==> config.mk <==
export PLATFORM = sky130hd
export DESIGN_NAME = ccp_command_port
export DESIGN_NICKNAME = d
export VERILOG_FILES = /design/src/rtl/ccp_command_port.v /design/src/rtl/ccp_csd_gain.v /design/src/rtl/ccp_sig_irq.v
export VERILOG_INCLUDE_DIRS = /design/src /design/src/rtl
export SDC_FILE = /design/constraint.sdc
export NUM_CORES = 2
export LEC_CHECK = 0
export BUFFER_PORTS_ARGS = -buffer_cell sky130_fd_sc_hd__buf_4
export CAP_MARGIN = 30
export CORE_MARGIN = 2
export CORE_UTILIZATION = 30
export DETAILED_ROUTE_END_ITERATION = 10
export PLACE_DENSITY_LB_ADDON = 0.08
export SLEW_MARGIN = 10
export SYNTH_ARGS = -nofsm -noshare
export SYNTH_HDL_FRONTEND = slang
export SYNTH_SLANG_ARGS = --single-unit
==> constraint.sdc <==
create_clock -name clk -period 17.37 [get_ports clk]
set_input_delay 1.737 -clock clk [delete_from_list [all_inputs] [get_ports clk]]
set_output_delay 1.737 -clock clk [all_outputs]
set_load 0.02 [all_outputs]
==> src/rtl/ccp_regs.vh <==
// Constants for the coefficient command port: command codes, fields,
// reset values and message limits. Included by the command port module only.
`ifndef CCP_REGS_VH
`define CCP_REGS_VH

// Command codes, write form except the read-only signalling codes 4d and 4f; read form sets bit 0
`define CCP_CMD_MASK 8'h6c
`define CCP_CMD_RTD 8'h4d
`define CCP_CMD_RTD_CLR 8'h4f
`define CCP_CMD_ANALOG 8'h50
`define CCP_CMD_TXGAIN 8'h80
`define CCP_CMD_RXGAIN 8'h82
`define CCP_CMD_DIAG 8'hfc
`define CCP_RW_BIT 0

// Address byte: channel select field
`define CCP_CHAN_MSB 1
`define CCP_CHAN_LSB 0

// Analog gain byte fields
`define CCP_AG_ATTEN_DIS 7
`define CCP_AG_TX_BOOST 6
`define CCP_AG_RX_LOSS 5
`define CCP_AG_IMP_MSB 4
`define CCP_AG_IMP_LSB 0
`define CCP_IMP_LOOPBACK 5'h10
`define CCP_IMP_OFFSET 6'h10

// Reset values
`define CCP_MASK_RST 8'hff
`define CCP_ANALOG_RST 8'h00
`define CCP_TXGAIN_RST 16'ha9f0
`define CCP_RXGAIN_RST 16'h23a1

// Message limits
`define CCP_MAX_BYTES 4'he
`define CCP_DIAG_LEN 4'he

`endif

==> src/rtl/ccp_command_port.v <==
// Monitor-channel command interpreter for the four-channel codec:
// interrupt mask, analog gain byte, transmit/receive gain coefficients.
// Assumes a monitor byte receiver and transmitter on the same clock.
`include "ccp_regs.vh"
`default_nettype none

module ccp_command_port #(
    parameter FRAC = 16
) (
    // Clock and reset
    input wire clk,
    input wire reset_n,
    // Downstream monitor bytes
    input wire [7:0] monByte,
    input wire monByteValid,
    input wire monMsgEnd,
    // Upstream monitor bytes
    output reg [7:0] respByte,
    output reg respValid,
    input wire respReady,
    // Debounced signalling and interrupt
    input wire [7:0] sigBits,
    output wire intN,
    // Per-channel filter enable, 1 selects programmed gain
    input wire [3:0] gainFiltEnable,
    // Per-channel analog controls
    output reg [3:0] attenOn,
    output reg [3:0] txBoost,
    output reg [3:0] rxLoss,
    output reg [3:0] digLoopback,
    output reg [23:0] impScaleNum,
    // Per-channel gains, signed fixed point
    output wire [4*(FRAC+4)-1:0] txGainValue,
    output wire [4*(FRAC+4)-1:0] rxGainValue
);

    localparam [2:0] ST_ADDR = 3'd0;
    localparam [2:0] ST_CMD = 3'd1;
    localparam [2:0] ST_WDATA = 3'd2;
    localparam [2:0] ST_RESP = 3'd3;
    localparam [2:0] ST_DRAIN = 3'd4;

    reg [2:0] state_r;
    reg [2:0] state_nxt;
    reg [1:0] chan_r;
    reg [7:0] cmd_r;
    reg [3:0] idx_r;
    reg [3:0] respLen_r;
    reg [7:0] hiByte_r;
    reg [7:0] mask_r;
    reg [7:0] analog_r [0:3];
    reg [15:0] txCoef_r [0:3];
    reg [15:0] rxCoef_r [0:3];
    integer i;
    integer j;

    // Byte fed to the response selector
    wire inCmd = (state_r == ST_CMD);
    wire [7:0] selCmd = inCmd ? monByte : cmd_r;
    wire [1:0] selChan = chan_r;
    wire [3:0] selIdx = inCmd ? 4'h0 : idx_r + 4'h1;
    wire isRead = monByte[`CCP_RW_BIT];
    wire [7:0] wrCmd = {cmd_r[7:1], 1'b0};

    function [3:0] respLenOf;
        input [7:0] c;
        begin
            case (c)
                `CCP_CMD_MASK | 8'h01: respLenOf = 4'h1;
                `CCP_CMD_RTD: respLenOf = 4'h1;
                `CCP_CMD_RTD_CLR: respLenOf = 4'h1;
                `CCP_CMD_ANALOG | 8'h01: respLenOf = 4'h1;
                `CCP_CMD_TXGAIN | 8'h01: respLenOf = 4'h2;
                `CCP_CMD_RXGAIN | 8'h01: respLenOf = 4'h2;
                `CCP_CMD_DIAG | 8'h01: respLenOf = `CCP_DIAG_LEN;
                default: respLenOf = 4'h0;
            endcase
        end
    endfunction

    // data bytes only, no command echo
    reg [7:0] respData;
    always @* begin
        respData = 8'h00;
        case (selCmd)
            `CCP_CMD_MASK | 8'h01: respData = mask_r;
            `CCP_CMD_RTD: respData = sigBits;
            `CCP_CMD_RTD_CLR: respData = sigBits;
            `CCP_CMD_ANALOG | 8'h01: respData = analog_r[selChan];
            `CCP_CMD_TXGAIN | 8'h01: begin
                respData = selIdx[0] ? txCoef_r[selChan][7:0] : txCoef_r[selChan][15:8];
            end
            `CCP_CMD_RXGAIN | 8'h01: begin
                respData = selIdx[0] ? rxCoef_r[selChan][7:0] : rxCoef_r[selChan][15:8];
            end
            `CCP_CMD_DIAG | 8'h01: begin
                case (selIdx)
                    4'h0: respData = analog_r[selChan];
                    4'h1: respData = txCoef_r[selChan][15:8];
                    4'h2: respData = txCoef_r[selChan][7:0];
                    4'h3: respData = rxCoef_r[selChan][15:8];
                    4'h4: respData = rxCoef_r[selChan][7:0];
                    4'h5: respData = mask_r;
                    4'h6: respData = sigBits;
                    4'h7: respData = {5'h00, state_r};
                    default: respData = 8'h00;
                endcase
            end
            default: respData = 8'h00;
        endcase
    end

    wire clearReq = inCmd && monByteValid && (monByte == `CCP_CMD_RTD_CLR);
    wire respLast = (idx_r + 4'h1 == respLen_r);
    wire respTake = respValid && respReady;

    always @* begin
        state_nxt = state_r;
        case (state_r)
            ST_ADDR: begin
                if (monByteValid) begin
                    state_nxt = ST_CMD;
                end
            end
            ST_CMD: begin
                if (monByteValid) begin
                    if (!isRead) begin
                        state_nxt = ST_WDATA;
                    end else if (respLenOf(monByte) != 4'h0) begin
                        state_nxt = ST_RESP;
                    end else begin
                        state_nxt = ST_DRAIN;
                    end
                end
            end
            ST_WDATA: begin
                if (monMsgEnd) begin
                    state_nxt = ST_ADDR;
                end
            end
            ST_RESP: begin
                if (respTake && respLast) begin
                    state_nxt = ST_ADDR;
                end
            end
            ST_DRAIN: begin
                if (monMsgEnd) begin
                    state_nxt = ST_ADDR;
                end
            end
            default: state_nxt = ST_ADDR;
        endcase
        if (monMsgEnd && state_r != ST_RESP) begin
            state_nxt = ST_ADDR;
        end
    end

    always @(posedge clk or negedge reset_n) begin
        if (!reset_n) begin
            state_r <= ST_ADDR;
            chan_r <= 2'h0;
            cmd_r <= 8'h00;
            idx_r <= 4'h0;
            respLen_r <= 4'h0;
            respByte <= 8'h00;
            respValid <= 1'b0;
        end else begin
            state_r <= state_nxt;
            case (state_r)
                ST_ADDR: begin
                    if (monByteValid) begin
                        chan_r <= monByte[`CCP_CHAN_MSB:`CCP_CHAN_LSB];
                    end
                end
                ST_CMD: begin
                    if (monByteValid) begin
                        cmd_r <= monByte;
                        idx_r <= 4'h0;
                        // first byte ready the cycle after
                        if (isRead && respLenOf(monByte) != 4'h0) begin
                            respLen_r <= respLenOf(monByte);
                            respByte <= respData;
                            respValid <= 1'b1;
                        end
                    end
                end
                ST_WDATA: begin
                    if (monByteValid && idx_r != `CCP_MAX_BYTES) begin
                        idx_r <= idx_r + 4'h1;
                    end
                end
                ST_RESP: begin
                    if (respTake) begin
                        if (respLast) begin
                            respValid <= 1'b0;
                        end else begin
                            idx_r <= idx_r + 4'h1;
                            respByte <= respData;
                        end
                    end
                end
                default: begin
                    respValid <= 1'b0;
                end
            endcase
        end
    end

    // Coefficient storage; a gain word updates only on its second byte
    // so the filters never see half of a new coefficient.
    wire wrByte = (state_r == ST_WDATA) && monByteValid && (idx_r != `CCP_MAX_BYTES);
    always @(posedge clk or negedge reset_n) begin
        if (!reset_n) begin
            mask_r <= `CCP_MASK_RST;
            hiByte_r <= 8'h00;
            for (i = 0; i < 4; i = i + 1) begin
                analog_r[i] <= `CCP_ANALOG_RST;
                txCoef_r[i] <= `CCP_TXGAIN_RST;
                rxCoef_r[i] <= `CCP_RXGAIN_RST;
            end
        end else if (wrByte) begin
            if (idx_r == 4'h0) begin
                hiByte_r <= monByte;
            end
            case (wrCmd)
                `CCP_CMD_MASK: begin
                    if (idx_r == 4'h0) begin
                        mask_r <= monByte;
                    end
                end
                `CCP_CMD_ANALOG: begin
                    if (idx_r == 4'h0) begin
                        analog_r[chan_r] <= monByte;
                    end
                end
                `CCP_CMD_TXGAIN: begin
                    if (idx_r == 4'h1) begin
                        txCoef_r[chan_r] <= {hiByte_r, monByte};
                    end
                end
                `CCP_CMD_RXGAIN: begin
                    if (idx_r == 4'h1) begin
                        rxCoef_r[chan_r] <= {hiByte_r, monByte};
                    end
                end
                default: begin
                end
            endcase
        end
    end

    // Analog controls decoded per channel
    always @(posedge clk or negedge reset_n) begin
        if (!reset_n) begin
            attenOn <= 4'hf;
            txBoost <= 4'h0;
            rxLoss <= 4'h0;
            digLoopback <= 4'h0;
            // Code zero after reset means minus 16 steps
            impScaleNum <= 24'hc30c30;
        end else begin
            for (j = 0; j < 4; j = j + 1) begin
                attenOn[j] <= ~analog_r[j][`CCP_AG_ATTEN_DIS];
                txBoost[j] <= analog_r[j][`CCP_AG_TX_BOOST];
                rxLoss[j] <= analog_r[j][`CCP_AG_RX_LOSS];
                digLoopback[j] <= analog_r[j][`CCP_AG_IMP_MSB:`CCP_AG_IMP_LSB] == `CCP_IMP_LOOPBACK;
                // signed step count, code minus 16
                impScaleNum[j*6 +: 6] <= {1'b0, analog_r[j][`CCP_AG_IMP_MSB:`CCP_AG_IMP_LSB]} - `CCP_IMP_OFFSET;
            end
        end
    end

    // fixed defaults unless the filter is enabled
    genvar g;
    generate
        for (g = 0; g < 4; g = g + 1) begin : chanGain
            wire [15:0] txSel = gainFiltEnable[g] ? txCoef_r[g] : `CCP_TXGAIN_RST;
            wire [15:0] rxSel = gainFiltEnable[g] ? rxCoef_r[g] : `CCP_RXGAIN_RST;
            ccp_csd_gain #(.LEAD_ONE(1), .FRAC(FRAC)) txEval (
                .clk(clk),
                .reset_n(reset_n),
                .coef(txSel),
                .gain_r(txGainValue[g*(FRAC+4) +: FRAC+4])
            );
            ccp_csd_gain #(.LEAD_ONE(0), .FRAC(FRAC)) rxEval (
                .clk(clk),
                .reset_n(reset_n),
                .coef(rxSel),
                .gain_r(rxGainValue[g*(FRAC+4) +: FRAC+4])
            );
        end
    endgenerate

    ccp_sig_irq sigIrq (
        .clk(clk),
        .reset_n(reset_n),
        .sigBits(sigBits),
        .maskBits(mask_r),
        .clearReq(clearReq),
        .intN(intN)
    );

endmodule
`default_nettype wire

==> src/rtl/ccp_csd_gain.v <==
// Evaluates one 16-bit gain coefficient of four sign/shift pairs
// into a signed fixed-point value. Coefficient is from same clock.
`default_nettype none

module ccp_csd_gain #(
    parameter LEAD_ONE = 1,
    parameter FRAC = 16
) (
    // Clock and reset
    input wire clk,
    input wire reset_n,
    // Coefficient in, gain out (FRAC fraction bits)
    input wire [15:0] coef,
    output reg signed [FRAC+3:0] gain_r
);

    localparam W = FRAC + 4;
    localparam [W-1:0] ONE = {{3{1'b0}}, 1'b1, {FRAC{1'b0}}};

    function signed [W-1:0] csdTerm;
        input signed [W-1:0] v;
        input neg;
        input [2:0] sh;
        reg signed [W-1:0] t;
        begin
            t = v >>> sh;
            csdTerm = neg ? -t : t;
        end
    endfunction

    wire signed [W-1:0] p4 = csdTerm(ONE, coef[15], coef[14:12]);
    wire signed [W-1:0] p3 = csdTerm(ONE + p4, coef[11], coef[10:8]);
    wire signed [W-1:0] p2 = csdTerm(ONE + p3, coef[7], coef[6:4]);
    wire signed [W-1:0] p1 = csdTerm(ONE + p2, coef[3], coef[2:0]);
    wire signed [W-1:0] gain_nxt = (LEAD_ONE != 0) ? ONE + p1 : p1;

    always @(posedge clk or negedge reset_n) begin
        if (!reset_n) begin
            gain_r <= {W{1'b0}};
        end else begin
            gain_r <= gain_nxt;
        end
    end

endmodule
`default_nettype wire

==> src/rtl/ccp_sig_irq.v <==
// Change detector and sticky interrupt for the eight debounced
// signalling bits. Bits come from debounce logic on the same clock.
`default_nettype none

module ccp_sig_irq (
    // Clock and reset
    input wire clk,
    input wire reset_n,
    // Signalling bits and mask
    input wire [7:0] sigBits,
    input wire [7:0] maskBits,
    // Clear request, one-cycle pulse
    input wire clearReq,
    // Interrupt, active low level
    output reg intN
);

    reg [7:0] prev_r;
    reg pend_r;
    reg pend_nxt;
    wire [7:0] change = (sigBits ^ prev_r) & ~maskBits;

    always @* begin
        pend_nxt = pend_r;
        if (clearReq) begin
            pend_nxt = 1'b0;
        end
        if (|change) begin
            pend_nxt = 1'b1;
        end
    end

    always @(posedge clk or negedge reset_n) begin
        if (!reset_n) begin
            prev_r <= 8'h00;
            pend_r <= 1'b0;
            intN <= 1'b1;
        end else begin
            prev_r <= sigBits;
            pend_r <= pend_nxt;
            intN <= ~pend_nxt;
        end
    end

endmodule
`default_nettype wire

-- Word level (Yosys, flattened, before mapping)
Cells that the tools add are included.
- input bits: 25
- word-level logic and storage cells: 321
- output and inout bits: 210
- flip-flop bits (word level): 416
- reduce and logical (&&, ||, !) cells: 35
- shift operators: 32
- $lt $le $gt $ge: 2
- bitwise operators: 10
- equal/unequal tests: 47
- muxes and demuxes: 93
- add/subtract/negate cells: 65
- operators with widths (kind ; number):
    20-bit 2-to-1 mux ; 32
    20-bit negation ; 32
    17-bit by 20-bit adder with 20-bit output, first input constant ; 28
    20-bit by 3-bit >>> shifter with 20-bit output ; 24
    16-bit 2-to-1 mux ; 13
    18-bit by 3-bit >>> shifter with 20-bit output, first input constant ; 8
    64-bit bitwise mux ; 2
    8-bit 2-to-1 mux ; 10
    16-bit binary-select mux with 2-bit select ; 2
    8-bit by 7-bit equality test with 1-bit output, second input constant ; 8
    8-bit one-hot mux with 8 select lines ; 1
    8-bit equality test, second input constant ; 6
    8-bit one-hot mux with 6 select lines ; 1
    4-bit 2-to-1 mux ; 10
    32-bit bitwise mux ; 1
    16-bit demux with 2-bit select ; 1
    4-bit one-hot mux with 3 select lines ; 2
    5-bit by 5-bit subtractor with 6-bit output, second input constant ; 4
    3-bit 2-to-1 mux ; 7
    5-bit equality test, second input constant ; 4
    8-bit binary-select mux with 2-bit select ; 1
    8-bit demux with 2-bit select ; 1
    4-bit by 3-bit equality test with 1-bit output, second input constant ; 4
    8-bit one-hot mux with 2 select lines ; 1
    other kinds (38) ; 81

-- Longest topological paths before layout
- word-level depth: 17
- gate-level depth with buffers: 45
- mapped depth without buffers: 40

-- By module
From an unflattened synthesis, not the netlist that was laid out.
- cell total of the unflattened synthesis: 8691
- area total of the unflattened synthesis: 65718.0 µm²
- modules (own cells, without submodules) (module ; sequential area each (µm²) ; times used ; cells each ; area an instance (µm²)):
    ccp_csd_gain at chanGain[0].rxEval ... ; 500.5 ; 2 ; 917 ; 6309.8
    ccp_command_port ; 6120.9 ; 1 ; 964 ; 12385.6
    ccp_csd_gain at chanGain[0].txEval ; 500.5 ; 1 ; 1038 ; 7016.7
    ccp_csd_gain at chanGain[1].rxEval ; 500.5 ; 1 ; 990 ; 6956.7
    ccp_csd_gain at chanGain[1].txEval ; 500.5 ; 1 ; 1000 ; 6881.6
    ccp_csd_gain at chanGain[2].txEval ; 500.5 ; 1 ; 1003 ; 6730.2
    ccp_csd_gain at chanGain[3].txEval ; 500.5 ; 1 ; 921 ; 6441.2
    ccp_csd_gain at chanGain[2].rxEval ; 500.5 ; 1 ; 912 ; 6311.1
    ccp_sig_irq ; 251.5 ; 1 ; 29 ; 375.4

-- Least setup slack after synthesis
OpenSTA, ideal clock, no wires.
- path kind: input -> register
- start point: in gainFiltEnable[3]
- end point: reg chanGain[3].txEval.gain_r[18]
- data required time: 17.244 ns
- buffers on the path: 10
- arrival: 10.769 ns
- stages on the path: 40
- setup slack: 6.475 ns
- cells stage by stage: buf_4 > buf_2 > buf_2 > buf_2 > clkbuf_1 > clkbuf_1 > clkbuf_1 > clkbuf_1 > nand3b_1 > ha_1 > buf_2 > nand3b_1 > a211oi_1 > o211ai_1 > a211oi_1 > o2111ai_1 > or4_1 > o211ai_1 > (+4 left out) > nor4_1 > a31o_2 > a211o_1 > nor4_2 > a21oi_1 > xor2_1 > ha_1 > buf_1 > nand2_1 > mux2_2 > and3_1 > o31ai_1 > nor3b_1 > nor2_1 > xnor2_1 > ha_1 > xor2_1 > xnor2_1
- cells in the longest elaborated chain, start to end: 17
- RTL lines (element ; RTL line ; source):
    start: declaration ; ccp_command_port.v:25 ; input wire [3:0] gainFiltEnable,
    16-bit 2-to-1 mux (no line) (*) ; - ;
    18-bit by 3-bit >>> shifter with 20-bit output ; ccp_csd_gain.v:26 ; t = v >>> sh;
    20-bit negation ; ccp_csd_gain.v:27 ; csdTerm = neg ? -t : t;
    20-bit 2-to-1 mux ; ccp_csd_gain.v:27 ;
    17-bit by 20-bit adder with 20-bit output ; ccp_csd_gain.v:32 ; wire signed [W-1:0] p3 = csdTerm(ONE + p4, coef[11], coef[10:8]);
    20-bit by 3-bit >>> shifter with 20-bit output ; ccp_csd_gain.v:26 ;
    20-bit negation ; ccp_csd_gain.v:27 ;
    20-bit 2-to-1 mux ; ccp_csd_gain.v:27 ;
    (+2 left out) ; - ;
    20-bit negation ; ccp_csd_gain.v:27 ;
    20-bit 2-to-1 mux ; ccp_csd_gain.v:27 ;
    17-bit by 20-bit adder with 20-bit output ; ccp_csd_gain.v:34 ; wire signed [W-1:0] p1 = csdTerm(ONE + p2, coef[3], coef[2:0]);
    20-bit by 3-bit >>> shifter with 20-bit output ; ccp_csd_gain.v:26 ;
    20-bit negation ; ccp_csd_gain.v:27 ;
    20-bit 2-to-1 mux (*) ; ccp_csd_gain.v:27 ;
    17-bit by 20-bit adder with 20-bit output (*) ; ccp_csd_gain.v:35 ; wire signed [W-1:0] gain_nxt = (LEAD_ONE != 0) ? ONE + p1 : p1;
    via chanGain[3].txEval.gain_nxt[18] ; ccp_csd_gain.v:35 ;
    end signal: assignment ; ccp_csd_gain.v:39 ; gain_r <= {W{1'b0}};
    end signal: assignment ; ccp_csd_gain.v:41 ; gain_r <= gain_nxt;
    end: declaration ; ccp_csd_gain.v:14 ; output reg signed [FRAC+3:0] gain_r
The timed path passes the listed nets; every way through them passes the cells marked *.
A chain may end at the register's enable or synchronous reset.

-- Final worst setup path
- start point: in gainFiltEnable[2]
- end point: reg chanGain[2].txEval.gain_r[18]
- cells in the longest elaborated chain, start to end: 17
- RTL lines (element ; RTL line):
    16-bit 2-to-1 mux (no line) (*) ; -
    18-bit by 3-bit >>> shifter with 20-bit output ; ccp_csd_gain.v:26
    20-bit negation ; ccp_csd_gain.v:27
    20-bit 2-to-1 mux ; ccp_csd_gain.v:27
    17-bit by 20-bit adder with 20-bit output ; ccp_csd_gain.v:32
    20-bit by 3-bit >>> shifter with 20-bit output ; ccp_csd_gain.v:26
    20-bit negation ; ccp_csd_gain.v:27
    20-bit 2-to-1 mux ; ccp_csd_gain.v:27
    (+2 left out) ; -
    20-bit negation ; ccp_csd_gain.v:27
    20-bit 2-to-1 mux ; ccp_csd_gain.v:27
    17-bit by 20-bit adder with 20-bit output ; ccp_csd_gain.v:34
    20-bit by 3-bit >>> shifter with 20-bit output ; ccp_csd_gain.v:26
    20-bit negation ; ccp_csd_gain.v:27
    20-bit 2-to-1 mux (*) ; ccp_csd_gain.v:27
    17-bit by 20-bit adder with 20-bit output (*) ; ccp_csd_gain.v:35
    via chanGain[2].txEval.gain_nxt[18] ; ccp_csd_gain.v:35
    end signal: assignment ; ccp_csd_gain.v:39
    end signal: assignment ; ccp_csd_gain.v:41
    end: declaration ; ccp_csd_gain.v:14
Marks and branches as above.

==> qor.yml <==
outcome:
  outcome: "completed"
logic_synthesis:
  synth-edff-count: 0
  ys.warnings.count: 0
  syn_avg_cell_area_um2: 7.34
  syn_nets: 7846
  yosys_most_used_dff: "dfrtp_1"
  synth_area_um2: 57000
  ys_types: 135
  ys_async_sr_fraction_pct: 100
  syn_inst: 7766
  yosysSeqAreaShare_pct: 18.2
  synth-seq-cells: 411
clock_tree:
  numCtsBuffers: 55
  cts_hold_buf: 0
  cts_max_level: 2
  clock_latency_ns: 0.74
  cts_root_buffer: "clkbuf_16"
  cts_tree: "built"
  clk_path_buf_depth: 3
  path_clk_slew_ns: 0.06
  cts_resized: 0
  cts_setup_buffers: 0
  cts.sinks: 411
place:
  io_buffers: 234
  place_congestion: 0.919
  dp.cells: 10000
  hpwl_um: 176000
critical_path:
  worst-path-max-fanout: 28
  worstSetupEndpointType: "flop"
  cp_data_required_time_ns: 18.01
  cp_slowest_cell: "or4_1"
  cp_common_cell: "ha_1"
  criticalPathCategory: "input pin to flop"
  arrival_ns: 12.16
  crit_path_max_incr_delay_ns: 0.62
  cp-start-kind: "input pin"
route:
  drcViolationCount: 0
  drt_iter0_drc: 5409
  drtPass1Iterations: 6
  wl_um: 235000
  viasPerCell: 6.16
  vias: 62500
  wl_per_cell_um: 23.1
  final_antenna_net_count: 0
final_layout:
  drive_above_1_share_pct: 13.4
  final-instance-count-excl-fill: 10200
  nets: 7689
  fillCellCount: 20300
  area_growth_pct: 9.85
grt:
  grt_use_total_pct: 23.3
  antenna_found_initial: 10
  grt_pass1_vias: 59400
  grt_start_max_net_pins: 77
  grt_pass1_wl_um: 363000
  grt-ovfl-total: 0
timing:
  slew_headroom_pct: 32.8
  drv_slew: 0
  hold_viol: 0
  max_freq_ghz: 0.0868
  rsz0062_at_grt: "false"
  min_period_over_period_pct: 66.3
  period_needed_ns: 11.52
  tns_ns: 0
  setup-violations-final: 0
  fin_worst_skew_ns: 0.0775
  worst_pin_slew_ns: 1.01
floorplan:
  dieWidth_um: 440
  rows: 159
  dieArea_um2: 193000
  fp.dieH_um: 440
  core-area_um2: 188000
  start_util_pct: 30.3
  io_pins: 235
power:
  irDropWorstVdd_mv: 0.0966
  power.density_nw_per_um2: 60.2
  power.leakage_nw: 24.0
flow_run:
  drv_cap: 0
min_path:
  min_path_type: "flop to flop"
[critical path, delay by kind of cell]
kind            cells  cell delay [ns]
fa+ha+maj           5             1.25
xor+xnor            3             0.69
compound gates     14             3.61
simple gates       14             4.37
buf+inv             3             0.48
[kinds of logic (layout without fill, tap and decap cells)]
family | after synthesis | count (layout) | share of synthesized area [%]
xor gates and xnor gates | 354 | 354 | 5.49
and+or+nand+nor | 3087 | 3087 | 27.0
adders and majority gates | 55 | 55 | 1.21
other | 0 | 2 | 0
buffers and inverters | 727 | 617 | 5.08
AOI/OAI and AO/OA | 2711 | 2711 | 34.0
DFF | 411 | 411 | 18.2
muxes | 421 | 421 | 8.99
[where the power goes]
part	internal (W)	switching (W)	total [W]	leakage (nW)
Sequential	0.00104	0.0000949	0.00114	4.96
Combinational	0.000535	0.000894	0.00143	18.1
Clock	0.000697	0.000505	0.00120	0.941
[per-layer routing]
metal / vias to the layer above / part of all wire [%] / GRT usage, %
met5: - / 0.0055 / 0
met4: 2 / 3.0 / 7.00
met3: 298 / 4.6 / 2.26
met2: 1872 / 47 / 38.6
met1: 30700 / 46 / 31.7
li1: 29600 / - / -
[area by class of cell]
| class | count | area, um2 | area share [%] |
|---|---|---|---|
| antenna | 2 | 5.00 | 0.00800 |
| multi-input combinational | 6628 | 43800 | 69.9 |
| sequential | 411 | 10400 | 16.6 |
| clock buffer | 75 | 1560 | 2.49 |
| inverter | 129 | 484 | 0.774 |
| timing repair buffer | 384 | 2940 | 4.70 |
| clock inverter | 29 | 348 | 0.556 |
| tap | 2495 | 3120 | 4.99 |
[cell usage after synthesis (164+ instances only)]
cell	instances	area share (%)
mux2_2	204	4.0
nand3_1	266	2.3
a31oi_1	177	1.9
nor2_1	779	5.1
mux2i_1	164	2.9
nand2_1	825	5.4
xnor2_1	227	3.5
nor3_1	228	2.0
o21ai_0	426	3.7
clkbuf_1	478	3.1
dfrtp_1	338	15
a21oi_1	450	4.0
[final timing paths]
path / slack, ns / startpoint / cells past startpoint / end
max reg2reg: 6.21 / txCoef_r[30] / 38 / chanGain[2].txEval.gain_r[18]
max: 5.85 / gainFiltEnable[2] / 39 / chanGain[2].txEval.gain_r[18]
min reg2reg: 0.39 / analog_r[13] / 0 / rxLoss[2]
max in group asynchronous: 13.76 / reset_n / 4 / chanGain[3].rxEval.gain_r[13]
min in group asynchronous: 0.94 / reset_n / 1 / chanGain[0].txEval.gain_r[11]
min: 0.39 / analog_r[13] / 0 / rxLoss[2]
[cell usage in the layout, fill, tap and decap left out, types with 82 or more instances in the layout]
master    Yosys  final
a31oi_1     177    177
and2_1      138    138
a21oi_1     450    450
a22oi_1      82     82
nand2b_1    105    105
o31ai_1     102    102
o21ai_0     426    426
o22ai_1      90     90
a211oi_1    145    145
inv_1       122    122
and3_1       90     90
mux2_2      204    204
xor2_1      124    124
nand4_1     106    106
buf_4        13    368
nand3_1     266    266
dfrtp_1     338    336
nor3_1      228    225
xnor2_1     227    227
nand2_1     825    825
o211ai_1    149    149
nor2_1      779    768
mux2i_1     164    164
nor4_1       99     99
[stage by stage]
| stage | total power [W] | hold WS [ns] | utilization (%) | cell area, um2 | worst slack (ns) |
|---|---|---|---|---|---|
| 6_report | 0.00377 | 0.393 | 33.3 | 62600 | 5.85 |
| 5_1_grt | 0.00399 | 0.409 | 33.3 | 62600 | 5.01 |
| 4_1_cts | 0.00381 | 0.396 | 33.2 | 62500 | 6.06 |
| 3_5_place_dp | 0.00257 | 0.383 | 32.2 | 60600 | 5.31 |
| 3_3_place_gp | 0.00257 | 0.387 | 32.1 | 60500 | 5.44 |
| 2_1_floorplan | 0.00211 | 0.365 | - | 57000 | 6.48 |
[sequential cells by signal (all words and copies together) (netlist names), 2 cells and up]
name                    cells
mask_r                      8
sigIrq.prev_r               8
respByte                    8
rxCoef_r                   64
txCoef_r                   64
idx_r                       4
rxLoss                      4
respLen_r                   3
chanGain.rxEval.gain_r     80
state_r                     3
hiByte_r                    8
cmd_r                       8
txBoost                     4
chanGain.txEval.gain_r     80
digLoopback                 4
attenOn                     4
impScaleNum                20
chan_r                      2
analog_r                   32
(Power assumes the default switching activity.)
